$ cat src/rtdseq_params.svh
// register offsets, field positions, reset values and timing figures of the
// resistance temperature sequencer; assumes a 250 MHz system clock
`ifndef RTDSEQ_PARAMS_SVH
`define RTDSEQ_PARAMS_SVH

`define RTDSEQ_OFF_CFG0      8'h00
`define RTDSEQ_OFF_CFG6      8'h18
`define RTDSEQ_OFF_SETTLE    8'h1C
`define RTDSEQ_OFF_CMD       8'h20
`define RTDSEQ_OFF_STATUS    8'h24
`define RTDSEQ_OFF_RES0      8'h30
`define RTDSEQ_OFF_RES1      8'h34
`define RTDSEQ_OFF_RES2      8'h38
`define RTDSEQ_OFF_RES3      8'h3C

`define RTDSEQ_B_DUMMY       15
`define RTDSEQ_B_CYCLE       16
`define RTDSEQ_B_PORTS       17
`define RTDSEQ_B_OSC         18
`define RTDSEQ_B_DIV         20
`define RTDSEQ_B_CALLEN      22
`define RTDSEQ_B_ORDER       11
`define RTDSEQ_B_MAINS       15
`define RTDSEQ_B_RDLY        18
`define RTDSEQ_B_INVERT      30

`define RTDSEQ_OP_TEMP       8'h01
`define RTDSEQ_OP_TEMP_TWICE 8'h02
`define RTDSEQ_OP_CAL        8'h03

`define RTDSEQ_RST_CFG0      32'h0000_0000
`define RTDSEQ_RST_CFG6      32'h0000_0000
`define RTDSEQ_RST_SETTLE    32'h0001_D4C0
`define RTDSEQ_ERR_OPEN      32'hFFFF_FFFF
`define RTDSEQ_ERR_SHORT     32'h0000_0000

`define RTDSEQ_CLK_MHZ       250
`define RTDSEQ_TCYC_SHORT_US 128
`define RTDSEQ_TCYC_LONG_US  512
`define RTDSEQ_SHORT_NS      2000
`define RTDSEQ_SHORT_CYC     ((`RTDSEQ_SHORT_NS * `RTDSEQ_CLK_MHZ + 999) / 1000)
`define RTDSEQ_MAINS50_HZ    50
`define RTDSEQ_MAINS60_HZ    60
`define RTDSEQ_DUMMY_FEW     2
`define RTDSEQ_DUMMY_MANY    8
`define RTDSEQ_CAL_SCALE     1049

`endif

$ cat src/rtdseq_pkg.sv
// types shared by the temperature sequencer and its two helper modules
// assumes rtdseq_params.svh for all numeric values
`default_nettype none

package rtdseq_pkg;

	typedef struct packed {
		logic [7:0]  paddr;
		logic        psel;
		logic        penable;
		logic        pwrite;
		logic [31:0] pwdata;
	} rtdseq_apb_req_t;

	typedef struct packed {
		logic [31:0] prdata;
		logic        pready;
		logic        pslverr;
	} rtdseq_apb_rsp_t;

	typedef enum logic [2:0] {
		ST_IDLE,
		ST_SETTLE,
		ST_SLOT,
		ST_REPEAT_WAIT,
		ST_CAL_ALIGN,
		ST_CAL_RUN
	} rtdseq_state_t;

	typedef struct packed {
		logic        running;
		logic [31:0] count;
	} rtdseq_timer_t;

	typedef struct packed {
		logic prev;
		logic slow_copy;
	} rtdseq_edge_t;

	typedef struct packed {
		rtdseq_state_t     state;
		logic [31:0]       cfg0;
		logic [31:0]       cfg6;
		logic [31:0]       settle;
		logic [31:0]       prdata;
		logic [3:0][31:0]  res;
		logic [3:0]        slot_cnt;
		logic [3:0]        port_oh;
		logic [1:0]        port;
		logic              tstart;
		logic              twice;
		logic              second_run;
		logic              is_cal;
		logic              flag;
		logic              osc_on;
		logic [31:0]       wait_cnt;
		logic [4:0]        cal_edges;
	} rtdseq_top_t;

endpackage

`default_nettype wire

$ cat src/rtdseq_top.sv
// resistance temperature sequencer: APB registers, dummy and real discharge
// slots, mains-spaced repeat, fast oscillator gating and resonator calibration
// assumes an APB master on clk_in and a discharge comparator on discharge_sense_in
//
// Functional notes
// - repeat command runs the whole temperature measurement twice, mains-spaced.
// - dummy discharges on first port, then real ones on ports one to four.
// - interrupt flag rises once all real measurements of the run finish.
// - each port's value lands in its own result register zero to three.
// - dummy-count bit selects two or eight dummy measurements.
// - cycle-time bit selects 128 us or 512 us measurement cycle.
// - port-count bit selects two ports or four ports.
// - port-order bit reverses order; dummies then go to port four.
// - mains-base bit picks 50 Hz or 60 Hz for the repeat delay.
// - repeat-delay code picks 0.5, 0.75, 1 or 1.25 mains periods.
// - sense-invert bit inverts the discharge sense signal.
// - discharge shorter than eight reference periods stores zero.
// - no stop or timeout stores the all-ones error code.
// - oscillator setting above one gates the fast oscillator, with settling delay.
// - calibration times slow-clock periods, stores result, raises flag.
// - calibration length code gives 2, 4, 8 or 16 slow periods.
// - calibration result is 16.16 fixed point in divided fast periods.
// - the slow oscillator always runs; nothing can disable it. Reset here holds slow_osc_out low.
//
// Added by the designer: the register addresses and register access over APB.
`include "rtdseq_params.svh"
`default_nettype none

module rtdseq_top #(
	parameter int unsigned CYC_SHORT = `RTDSEQ_TCYC_SHORT_US * `RTDSEQ_CLK_MHZ,
	parameter int unsigned CYC_LONG  = `RTDSEQ_TCYC_LONG_US * `RTDSEQ_CLK_MHZ,
	parameter int unsigned QTR50_CYC = (`RTDSEQ_CLK_MHZ * 1000000) / (4 * `RTDSEQ_MAINS50_HZ),
	parameter int unsigned QTR60_CYC = (`RTDSEQ_CLK_MHZ * 1000000) / (4 * `RTDSEQ_MAINS60_HZ)
) (
	input  wire logic                        clk_in,
	input  wire logic                        rst_in,
	input  wire rtdseq_pkg::rtdseq_apb_req_t apb_in,
	output rtdseq_pkg::rtdseq_apb_rsp_t      apb_out,
	input  wire logic                        discharge_sense_in,
	input  wire logic                        slow_osc_in,
	output logic                             slow_osc_out,
	output logic [3:0]                       resistor_port_out,
	output logic                             fast_osc_en_out,
	output logic                             done_flag_out,
	output logic                             busy_out
);

	rtdseq_pkg::rtdseq_top_t s;
	rtdseq_pkg::rtdseq_top_t next_s;

	logic        t_done;
	logic        t_timeout;
	logic        t_running;
	logic [31:0] t_count;
	logic        slow_rise;
	logic        sense_stop;
	logic        setup_ph;
	logic        access_ph;
	logic        cmd_wr;
	logic [3:0]  n_dummy;
	logic [3:0]  n_total;
	logic [4:0]  cal_periods;
	logic [31:0] cycle_lim;
	logic [31:0] rdly_cyc;
	logic [47:0] cal_prod;
	logic        in_dummy;

	function automatic logic addr_ok(input logic [7:0] a);
		addr_ok = (a == `RTDSEQ_OFF_CFG0) || (a == `RTDSEQ_OFF_CFG6) ||
			(a == `RTDSEQ_OFF_SETTLE) || (a == `RTDSEQ_OFF_CMD) ||
			(a == `RTDSEQ_OFF_STATUS) || (a[7:4] == 4'h3 && a[1:0] == 2'b00);
	endfunction

	function automatic logic [3:0] port_onehot(input logic [1:0] p);
		port_onehot = 4'h1 << p;
	endfunction

	rtdseq_slow_edge rtdseq_slow_edge_inst (
		.clk_in        (clk_in),
		.rst_in        (rst_in),
		.slow_osc_in   (slow_osc_in),
		.slow_rise_out (slow_rise),
		.slow_osc_out  (slow_osc_out)
	);

	rtdseq_disch_timer rtdseq_disch_timer_inst (
		.clk_in      (clk_in),
		.rst_in      (rst_in),
		.start_in    (s.tstart),
		.stop_in     (sense_stop),
		.limit_in    (cycle_lim),
		.done_out    (t_done),
		.timeout_out (t_timeout),
		.running_out (t_running),
		.count_out   (t_count)
	);

	assign sense_stop = discharge_sense_in ^ s.cfg6[`RTDSEQ_B_INVERT];
	assign n_dummy = s.cfg0[`RTDSEQ_B_DUMMY] ? 4'(`RTDSEQ_DUMMY_MANY) : 4'(`RTDSEQ_DUMMY_FEW);
	assign n_total = n_dummy + (s.cfg0[`RTDSEQ_B_PORTS] ? 4'h4 : 4'h2);
	assign cycle_lim = s.cfg0[`RTDSEQ_B_CYCLE] ? 32'(CYC_LONG) : 32'(CYC_SHORT);
	assign rdly_cyc = 32'((s.cfg6[`RTDSEQ_B_MAINS] ? QTR60_CYC : QTR50_CYC) *
		(32'(s.cfg6[`RTDSEQ_B_RDLY +: 2]) + 32'h0000_0002));
	assign cal_periods = 5'h02 << s.cfg0[`RTDSEQ_B_CALLEN +: 2];
	// scale cycles of clk_in into nominal fast periods, 16 fraction bits
	assign cal_prod = (48'(s.wait_cnt) * 48'(`RTDSEQ_CAL_SCALE)) >> s.cfg0[`RTDSEQ_B_DIV +: 2];
	assign in_dummy = s.slot_cnt < n_dummy;
	assign setup_ph = apb_in.psel & ~apb_in.penable;
	assign access_ph = apb_in.psel & apb_in.penable;
	assign cmd_wr = access_ph & apb_in.pwrite & (apb_in.paddr == `RTDSEQ_OFF_CMD);

	always_comb
	begin
		logic [1:0] first_port;
		logic [1:0] next_port;
		logic [3:0] next_idx;
		first_port = s.cfg6[`RTDSEQ_B_ORDER] ? 2'h3 : 2'h0;
		next_idx = s.slot_cnt + 4'h1;
		next_port = first_port;
		if (next_idx >= n_dummy)
			next_port = s.cfg6[`RTDSEQ_B_ORDER] ? 2'(2'h3 - 2'(next_idx - n_dummy)) :
				2'(next_idx - n_dummy);
		next_s = s;
		next_s.tstart = 1'b0;
		next_s.osc_on = (s.cfg0[`RTDSEQ_B_OSC +: 2] == 2'h1) || (s.osc_on && s.state != rtdseq_pkg::ST_IDLE);

		if (setup_ph && !apb_in.pwrite)
		begin
			unique case (apb_in.paddr)
				`RTDSEQ_OFF_CFG0:   next_s.prdata = s.cfg0;
				`RTDSEQ_OFF_CFG6:   next_s.prdata = s.cfg6;
				`RTDSEQ_OFF_SETTLE: next_s.prdata = s.settle;
				`RTDSEQ_OFF_STATUS: next_s.prdata = {27'h0, s.state, (s.state != rtdseq_pkg::ST_IDLE), s.flag};
				`RTDSEQ_OFF_RES0:   next_s.prdata = s.res[0];
				`RTDSEQ_OFF_RES1:   next_s.prdata = s.res[1];
				`RTDSEQ_OFF_RES2:   next_s.prdata = s.res[2];
				`RTDSEQ_OFF_RES3:   next_s.prdata = s.res[3];
				default:            next_s.prdata = 32'h0000_0000;
			endcase
		end

		if (access_ph && apb_in.pwrite)
		begin
			if (apb_in.paddr == `RTDSEQ_OFF_CFG0)
				next_s.cfg0 = apb_in.pwdata;
			if (apb_in.paddr == `RTDSEQ_OFF_CFG6)
				next_s.cfg6 = apb_in.pwdata;
			if (apb_in.paddr == `RTDSEQ_OFF_SETTLE)
				next_s.settle = apb_in.pwdata;
		end

		// busy sequencer drops commands rather than queueing them
		if (cmd_wr && s.state == rtdseq_pkg::ST_IDLE && (apb_in.pwdata[7:0] == `RTDSEQ_OP_TEMP ||
			apb_in.pwdata[7:0] == `RTDSEQ_OP_TEMP_TWICE || apb_in.pwdata[7:0] == `RTDSEQ_OP_CAL))
		begin
			next_s.flag = 1'b0;
			next_s.twice = apb_in.pwdata[7:0] == `RTDSEQ_OP_TEMP_TWICE;
			next_s.is_cal = apb_in.pwdata[7:0] == `RTDSEQ_OP_CAL;
			next_s.second_run = 1'b0;
			next_s.slot_cnt = 4'h0;
			next_s.port = first_port;
			if (s.cfg0[`RTDSEQ_B_OSC +: 2] > 2'h1)
			begin
				next_s.osc_on = 1'b1;
				next_s.wait_cnt = s.settle;
				next_s.state = rtdseq_pkg::ST_SETTLE;
			end
			else if (apb_in.pwdata[7:0] == `RTDSEQ_OP_CAL)
				next_s.state = rtdseq_pkg::ST_CAL_ALIGN;
			else
			begin
				next_s.state = rtdseq_pkg::ST_SLOT;
				next_s.tstart = 1'b1;
				next_s.port_oh = port_onehot(first_port);
			end
		end
		else
		begin
			unique case (s.state)
				rtdseq_pkg::ST_IDLE:
					next_s.port_oh = 4'h0;
				rtdseq_pkg::ST_SETTLE:
				begin
					// measurement waits until the oscillator has settled
					if (s.wait_cnt == 32'h0000_0000)
					begin
						if (s.is_cal)
							next_s.state = rtdseq_pkg::ST_CAL_ALIGN;
						else
						begin
							next_s.state = rtdseq_pkg::ST_SLOT;
							next_s.tstart = 1'b1;
							next_s.port_oh = port_onehot(s.port);
						end
					end
					else
						next_s.wait_cnt = s.wait_cnt - 32'h0000_0001;
				end
				rtdseq_pkg::ST_SLOT:
				begin
					if (t_done)
					begin
						if (!in_dummy)
						begin
							if (t_timeout)
								next_s.res[s.port] = `RTDSEQ_ERR_OPEN;
							else if (t_count < 32'(`RTDSEQ_SHORT_CYC))
								next_s.res[s.port] = `RTDSEQ_ERR_SHORT;
							else
								next_s.res[s.port] = t_count;
						end
						if (next_idx == n_total)
						begin
							next_s.port_oh = 4'h0;
							next_s.slot_cnt = 4'h0;
							next_s.port = first_port;
							if (s.twice && !s.second_run)
							begin
								next_s.state = rtdseq_pkg::ST_REPEAT_WAIT;
								next_s.wait_cnt = rdly_cyc;
							end
							else
							begin
								next_s.flag = 1'b1;
								next_s.osc_on = s.cfg0[`RTDSEQ_B_OSC +: 2] == 2'h1;
								next_s.state = rtdseq_pkg::ST_IDLE;
							end
						end
						else
						begin
							next_s.slot_cnt = next_idx;
							next_s.port = next_port;
							next_s.port_oh = port_onehot(next_port);
							next_s.tstart = 1'b1;
						end
					end
				end
				rtdseq_pkg::ST_REPEAT_WAIT:
				begin
					if (s.wait_cnt == 32'h0000_0000)
					begin
						next_s.second_run = 1'b1;
						next_s.state = rtdseq_pkg::ST_SLOT;
						next_s.tstart = 1'b1;
						next_s.port_oh = port_onehot(s.port);
					end
					else
						next_s.wait_cnt = s.wait_cnt - 32'h0000_0001;
				end
				rtdseq_pkg::ST_CAL_ALIGN:
				begin
					// the interval starts on a slow edge so it spans whole periods
					if (slow_rise)
					begin
						next_s.state = rtdseq_pkg::ST_CAL_RUN;
						next_s.wait_cnt = 32'h0000_0000;
						next_s.cal_edges = 5'h00;
					end
				end
				rtdseq_pkg::ST_CAL_RUN:
				begin
					next_s.wait_cnt = s.wait_cnt + 32'h0000_0001;
					if (slow_rise)
					begin
						next_s.cal_edges = s.cal_edges + 5'h01;
						if (s.cal_edges + 5'h01 == cal_periods)
						begin
							next_s.res[0] = cal_prod[31:0];
							next_s.flag = 1'b1;
							next_s.osc_on = s.cfg0[`RTDSEQ_B_OSC +: 2] == 2'h1;
							next_s.state = rtdseq_pkg::ST_IDLE;
						end
					end
				end
			endcase
		end
	end

	always_ff @(posedge clk_in)
	begin
		if (rst_in)
		begin
			s <= '0;
			s.state <= rtdseq_pkg::ST_IDLE;
			s.cfg0 <= `RTDSEQ_RST_CFG0;
			s.cfg6 <= `RTDSEQ_RST_CFG6;
			s.settle <= `RTDSEQ_RST_SETTLE;
		end
		else
			s <= next_s;
	end

	assign apb_out.prdata = s.prdata;
	assign apb_out.pready = 1'b1;
	assign apb_out.pslverr = access_ph & ~addr_ok(apb_in.paddr);
	assign resistor_port_out = s.port_oh;
	assign fast_osc_en_out = s.osc_on;
	assign done_flag_out = s.flag;
	assign busy_out = s.state != rtdseq_pkg::ST_IDLE;

	busy_cmd_ignored_a: assert property (@(posedge clk_in) disable iff (rst_in)
		(s.state != rtdseq_pkg::ST_IDLE && cmd_wr) |=> (s.twice == $past(s.twice) && s.is_cal == $past(s.is_cal)))
		else $error("start command changed a running sequence");

	dummy_port_first_a: assert property (@(posedge clk_in) disable iff (rst_in)
		(s.state == rtdseq_pkg::ST_SLOT && s.tstart && s.slot_cnt < n_dummy) |->
		s.port_oh == (s.cfg6[`RTDSEQ_B_ORDER] ? 4'h8 : 4'h1))
		else $error("dummy discharge on wrong port");

	short_gives_zero_a: assert property (@(posedge clk_in) disable iff (rst_in)
		(s.state == rtdseq_pkg::ST_SLOT && t_done && !t_timeout && !in_dummy &&
		t_count < 32'(`RTDSEQ_SHORT_CYC) && !cmd_wr) |=> s.res[$past(s.port)] == `RTDSEQ_ERR_SHORT)
		else $error("shorted port not stored as zero");

	open_gives_ones_a: assert property (@(posedge clk_in) disable iff (rst_in)
		(s.state == rtdseq_pkg::ST_SLOT && t_done && t_timeout && !in_dummy && !cmd_wr) |=>
		s.res[$past(s.port)] == `RTDSEQ_ERR_OPEN)
		else $error("open port not stored as error code");

	flag_at_end_a: assert property (@(posedge clk_in) disable iff (rst_in)
		$rose(s.flag) |-> ($past(s.state) == rtdseq_pkg::ST_CAL_RUN ||
		($past(s.state) == rtdseq_pkg::ST_SLOT && $past(s.slot_cnt) + 4'h1 == $past(n_total)
		&& (!$past(s.twice) || $past(s.second_run)))))
		else $error("flag raised before all measurements");

	repeat_delay_load_a: assert property (@(posedge clk_in) disable iff (rst_in)
		$rose(s.state == rtdseq_pkg::ST_REPEAT_WAIT) |-> (s.wait_cnt == $past(rdly_cyc) && s.twice))
		else $error("repeat delay loaded wrongly");

	settle_osc_on_a: assert property (@(posedge clk_in) disable iff (rst_in)
		(s.state == rtdseq_pkg::ST_SETTLE) |-> (s.osc_on && !t_running && s.port_oh == 4'h0))
		else $error("measurement began before oscillator settled");

	cal_length_end_a: assert property (@(posedge clk_in) disable iff (rst_in)
		(s.state == rtdseq_pkg::ST_CAL_RUN && slow_rise && s.cal_edges + 5'h01 == cal_periods && !cmd_wr) |=>
		(s.flag && s.state == rtdseq_pkg::ST_IDLE && s.res[0] == $past(cal_prod[31:0])))
		else $error("calibration did not end after selected periods");

	slow_always_runs_a: assert property (@(posedge clk_in) disable iff (rst_in)
		!$past(rst_in) |-> slow_osc_out == $past(slow_osc_in))
		else $error("slow clock not forwarded");

endmodule

`default_nettype wire

$ cat src/rtdseq_slow_edge.sv
// follows the always-running 32.768 kHz clock and flags its rising edges
// assumes slow_osc_in is already synchronous to clk_in
`default_nettype none

module rtdseq_slow_edge (
	input  wire logic clk_in,
	input  wire logic rst_in,
	input  wire logic slow_osc_in,
	output logic      slow_rise_out,
	output logic      slow_osc_out
);

	rtdseq_pkg::rtdseq_edge_t s;
	rtdseq_pkg::rtdseq_edge_t next_s;

	// no enable term: no control bit can switch the slow clock off, but reset holds its copy low
	always_comb
	begin
		next_s.prev = slow_osc_in;
		next_s.slow_copy = slow_osc_in;
	end

	always_ff @(posedge clk_in)
	begin
		if (rst_in)
			s <= '0;
		else
			s <= next_s;
	end

	assign slow_rise_out = slow_osc_in & ~s.prev;
	assign slow_osc_out = s.slow_copy;

endmodule

`default_nettype wire

$ cat src/rtdseq_disch_timer.sv
// times one capacitor discharge from a start pulse to the sense stop or a limit
// assumes stop_in is already polarity-corrected and synchronous
`default_nettype none

module rtdseq_disch_timer (
	input  wire logic        clk_in,
	input  wire logic        rst_in,
	input  wire logic        start_in,
	input  wire logic        stop_in,
	input  wire logic [31:0] limit_in,
	output logic             done_out,
	output logic             timeout_out,
	output logic             running_out,
	output logic [31:0]      count_out
);

	rtdseq_pkg::rtdseq_timer_t s;
	rtdseq_pkg::rtdseq_timer_t next_s;

	always_comb
	begin
		next_s = s;
		done_out = 1'b0;
		timeout_out = 1'b0;
		if (start_in)
		begin
			next_s.running = 1'b1;
			next_s.count = 32'h0000_0000;
		end
		else if (s.running)
		begin
			if (stop_in)
			begin
				done_out = 1'b1;
				next_s.running = 1'b0;
			end
			else if (s.count + 32'h0000_0001 >= limit_in)
			begin
				// no stop inside the cycle time counts as an open sensor
				done_out = 1'b1;
				timeout_out = 1'b1;
				next_s.running = 1'b0;
			end
			else
				next_s.count = s.count + 32'h0000_0001;
		end
	end

	always_ff @(posedge clk_in)
	begin
		if (rst_in)
			s <= '0;
		else
			s <= next_s;
	end

	assign running_out = s.running;
	assign count_out = s.count;

endmodule

`default_nettype wire

$ cat config.mk
export PLATFORM = sky130hd
export DESIGN_NAME = rtdseq_top
export DESIGN_NICKNAME = d
export VERILOG_FILES = /design/src/rtdseq_pkg.sv /design/src/rtdseq_top.sv /design/src/rtdseq_slow_edge.sv /design/src/rtdseq_disch_timer.sv
export VERILOG_INCLUDE_DIRS = /design/src
export SDC_FILE = /design/constraint.sdc
export NUM_CORES = 1
export LEC_CHECK = 0
export ABC_AREA = 1
export BUFFER_PORTS_ARGS = -buffer_cell sky130_fd_sc_hd__buf_2
export CORE_MARGIN = 4
export CORE_UTILIZATION = 44
export CTS_CLUSTER_SIZE = 24
export DETAILED_ROUTE_END_ITERATION = 10
export PLACE_DENSITY = 0.64
export SYNTH_ARGS = -nofsm -noshare
export SYNTH_HDL_FRONTEND = slang
export SYNTH_SLANG_ARGS = --single-unit
$ cat constraint.sdc
create_clock -name clk_in -period 13.34 [get_ports clk_in]
set_input_delay 3.335 -clock clk_in [delete_from_list [all_inputs] [get_ports clk_in]]
set_output_delay 3.335 -clock clk_in [all_outputs]
set_load 0.005 [all_outputs]
==> out/metrics.cfg <==
[run]
max_cap_violations = 0

[finish]
multiInputGateArea_mm2 = 0.0182
finalNetCount = 4711
post-route-cell-area_mm2 = 0.0306
regArea_mm2 = 0.00693
drive_above_1_share_pct = 6.19
fill_cells = 6682
final_cell_mix = 896 x nand2_1, 562 x inv_1, 494 x nor2_1
diodes = 0
final_util_pct = 47.6
layout_commonest_cell = nand2_1
area_growth_pct = 7.40

[pwr]
p_seq_share_pct = 26.9
p_per_area_mw_per_mm2 = 144
comb_power_share_pct = 44.4
power.share.clock_pct = 28.7
p_sw_mw = 1.87
power.internal_mw = 2.54
switching_share_pct = 42.4
ir_drop_mv = 0.0945
power.total_mw = 4.41
cellLeakagePower_nw = 14.1

[worst_setup_path]
critPathKind = primary input to output pin
start_kind = primary input
path_buf_inv = 5
cp_top_family = buffers and inverters
crit_path_top_delay_cell = inv_1
worst_ep_arrival_time_ns = 5.16
cp.required_ns = 10.01
end_kind = output pin
slowest_delay_ns = 0.51
path_cells = buf_2 > inv_1 > nand3_1 > nor4_2 > buf_4 > inv_1 > nand4_1 > a2111oi_0 > buf_2
critPathMaxFanout = 20

[clocking]
clock_sinks = 346
post_cts_resized = 0
cts_setup_buffers = 0
root_buffer = clkbuf_16
clk_latency_ns = 0.59
cts_tree = yes
cts_htree_levels = 2
cts_buffer_depth = 3
cts_made_buffers = 42
cts_hold_buf = 0
clk_pin_slew_ns = 0.06

[global_routing]
grt_pass1_wl_um = 161000
grt_pass1_vias = 27100
antenna_found_initial = 1
grt.total_usage_pct = 29.1
gr-total-overflow = 0
grt_start_max_net_pins = 135

[detailed_routing]
first_pass_iters = 6
viasPerCell = 5.68
vias = 29900
drt-wirelength-per-cell_um = 19.8
drt_iter0_markers = 3473
routed_wl_um = 104000
antenna_left = 0
drc = 0

[timing]
worst_slew_pin_slew_ns = 1.18
hold_violations = 0
slew_viol_final = 0
period_minus_slack_ns = 8.50
relSlewSlack_pct = 21.3
post-route-period-util_pct = 63.7
setup-tns-final_ns = 0
hold_slack_ns = 0.453
setup_viol = 0
max_freq_ghz = 0.118
rsz0062_at_grt = false
finClkSkew_ns = 0.0209

[floorplan]
fp.dieH_um = 263
num_io_pins = 89
core.rowCount = 93
core_area_mm2 = 0.0643
start_util_pct = 44.3
die_w_um = 263
dieArea_mm2 = 0.0690

[min_path]
hold_class = register to register

[synthesis]
syn_area_per_cell_um2 = 6.38
synth_edf_count = 0
synthFlopType = dfxtp_1
synth-seq-cells = 346
postSynth.asyncResetShare_pct = 0
yosys_warnings = 0
syn_nets = 4802
synthCells = 4470
syn-cell-area_mm2 = 0.0285
seq_area_frac_synth_pct = 24.3
synth_cell_types = 59

[place]
dpl_cell_area_mm2 = 0.0292
hpwl_um = 75700
place.gp.congestion = 0.956
numPortBuffers = 87

[outcome]
status = finished clean

-- cell usage after synthesis (16+ instances only) --
cell type	count	area share (%)
o221ai_1	18	0.55
o22ai_1	60	1.3
o21ai_0	459	8.1
o21bai_1	16	0.42
xor2_1	36	1.1
buf_2	45	0.79
inv_1	565	7.4
nand3_1	343	6.0
nand4_1	67	1.5
a21oi_1	288	5.1
dfxtp_1	346	24
fa_1	56	3.9
or2_2	25	0.55
o21ai_1	50	0.88
buf_4	43	1.1
clkbuf_1	154	2.0
nor3_1	57	1.0
nand2_1	901	12
a31oi_1	34	0.75
nor2_1	496	6.5
ha_1	229	10
-- registers in the layout (all words and copies together) (netlist names) --
signal,flops
apb_out,32
done_flag_out,1
fast_osc_en_out,1
resistor_port_out,4
rtdseq_disch_timer_inst.count_out,32
rtdseq_disch_timer_inst.running_out,1
rtdseq_slow_edge_inst.slow_osc_out,1
s,274
-- routing by layer --
| metal | GRT usage [%] | vias up | wire length, um |
|---|---|---|---|
| met2 | 46.0 | 1302 | 45700 |
| met1 | 41.3 | 13800 | 46000 |
| met4 | 8.93 | 2 | 3640 |
| li1 | - | 14600 | - |
| met5 | 0 | - | 13 |
| met3 | 4.05 | 190 | 8970 |
-- path summary, 6_finish.rpt --
check / startpoint / end / slack [ns] / cells after the start
max reg2reg: rtdseq_disch_timer_inst.count_out[0] / s[123] / 7.33 / 25
min: s[257] / s[257] / 0.45 / 2
max: apb_in[38] / apb_out[0] / 4.84 / 9
min reg2reg: s[257] / s[257] / 0.45 / 2
-- worst reg2reg max path, cell delays in order (launching register included) --
cell and delay (ns):
dfxtp_1 0.43, ha_1 0.26, nand3_2 0.17, inv_2 0.08, nand2_1 0.11, xor2_1 0.19, ha_1 0.30, inv_1 0.05
nor2_1 0.09, nand3_1 0.08, nor2_1 0.12, nand2_1 0.06, nor2_1 0.12, nand2_1 0.07, nand3_1 0.08, nand2_1 0.06
nand2_1 0.06, nand2_1 0.09, nand2_2 0.63, nand2_4 0.53, inv_4 0.85, buf_4 0.87, o21ai_0 0.30, o21ai_0 0.13
nand2_1 0.08, a21oi_1 0.14
-- cell type report --
class                   instances  share of cell area, %
inverters                     580                   7.16
well taps                     855                   3.49
multi-input cells            3283                   59.5
flip-flops and latches        346                   22.6
clock inverters                14                  0.743
clock buffers                  62                   4.10
repair buffers                126                   2.39
-- power by group through the flow --
stage / clock, mW / combinational [mW] / sequential, mW
2_1_floorplan: 0 / 1.46 / 1.17
3_3_place_gp: 0 / 1.90 / 1.20
4_1_cts: 1.27 / 1.93 / 1.18
3_5_place_dp: 0 / 1.92 / 1.20
5_1_grt: 1.31 / 2.24 / 1.19
6_report: 1.27 / 1.96 / 1.19
-- per-stage QoR --
step	std cells	setup slack, ns
after CTS	5266	4.90
after floorplan	4470	5.38
after global placement	5190	4.87
after global routing	5266	4.73
final	5266	4.84
after detailed placement	5190	4.91
-- cell families after synthesis --
| kind of cell | after synthesis | synth area share [%] |
|---|---|---|
| other | 1 | 0.0131 |
| flip-flops | 346 | 24.3 |
| XOR/XNOR | 50 | 1.54 |
| AND/OR/NAND/NOR | 1933 | 28.7 |
| buffers and inverters | 841 | 11.9 |
| adder cells (fa/ha/maj) | 285 | 14.0 |
| multiplexers | 2 | 0.0702 |
| AO/OA/AOI/OAI | 1012 | 19.5 |
Note: power is estimated with default switching activity, not from simulation.
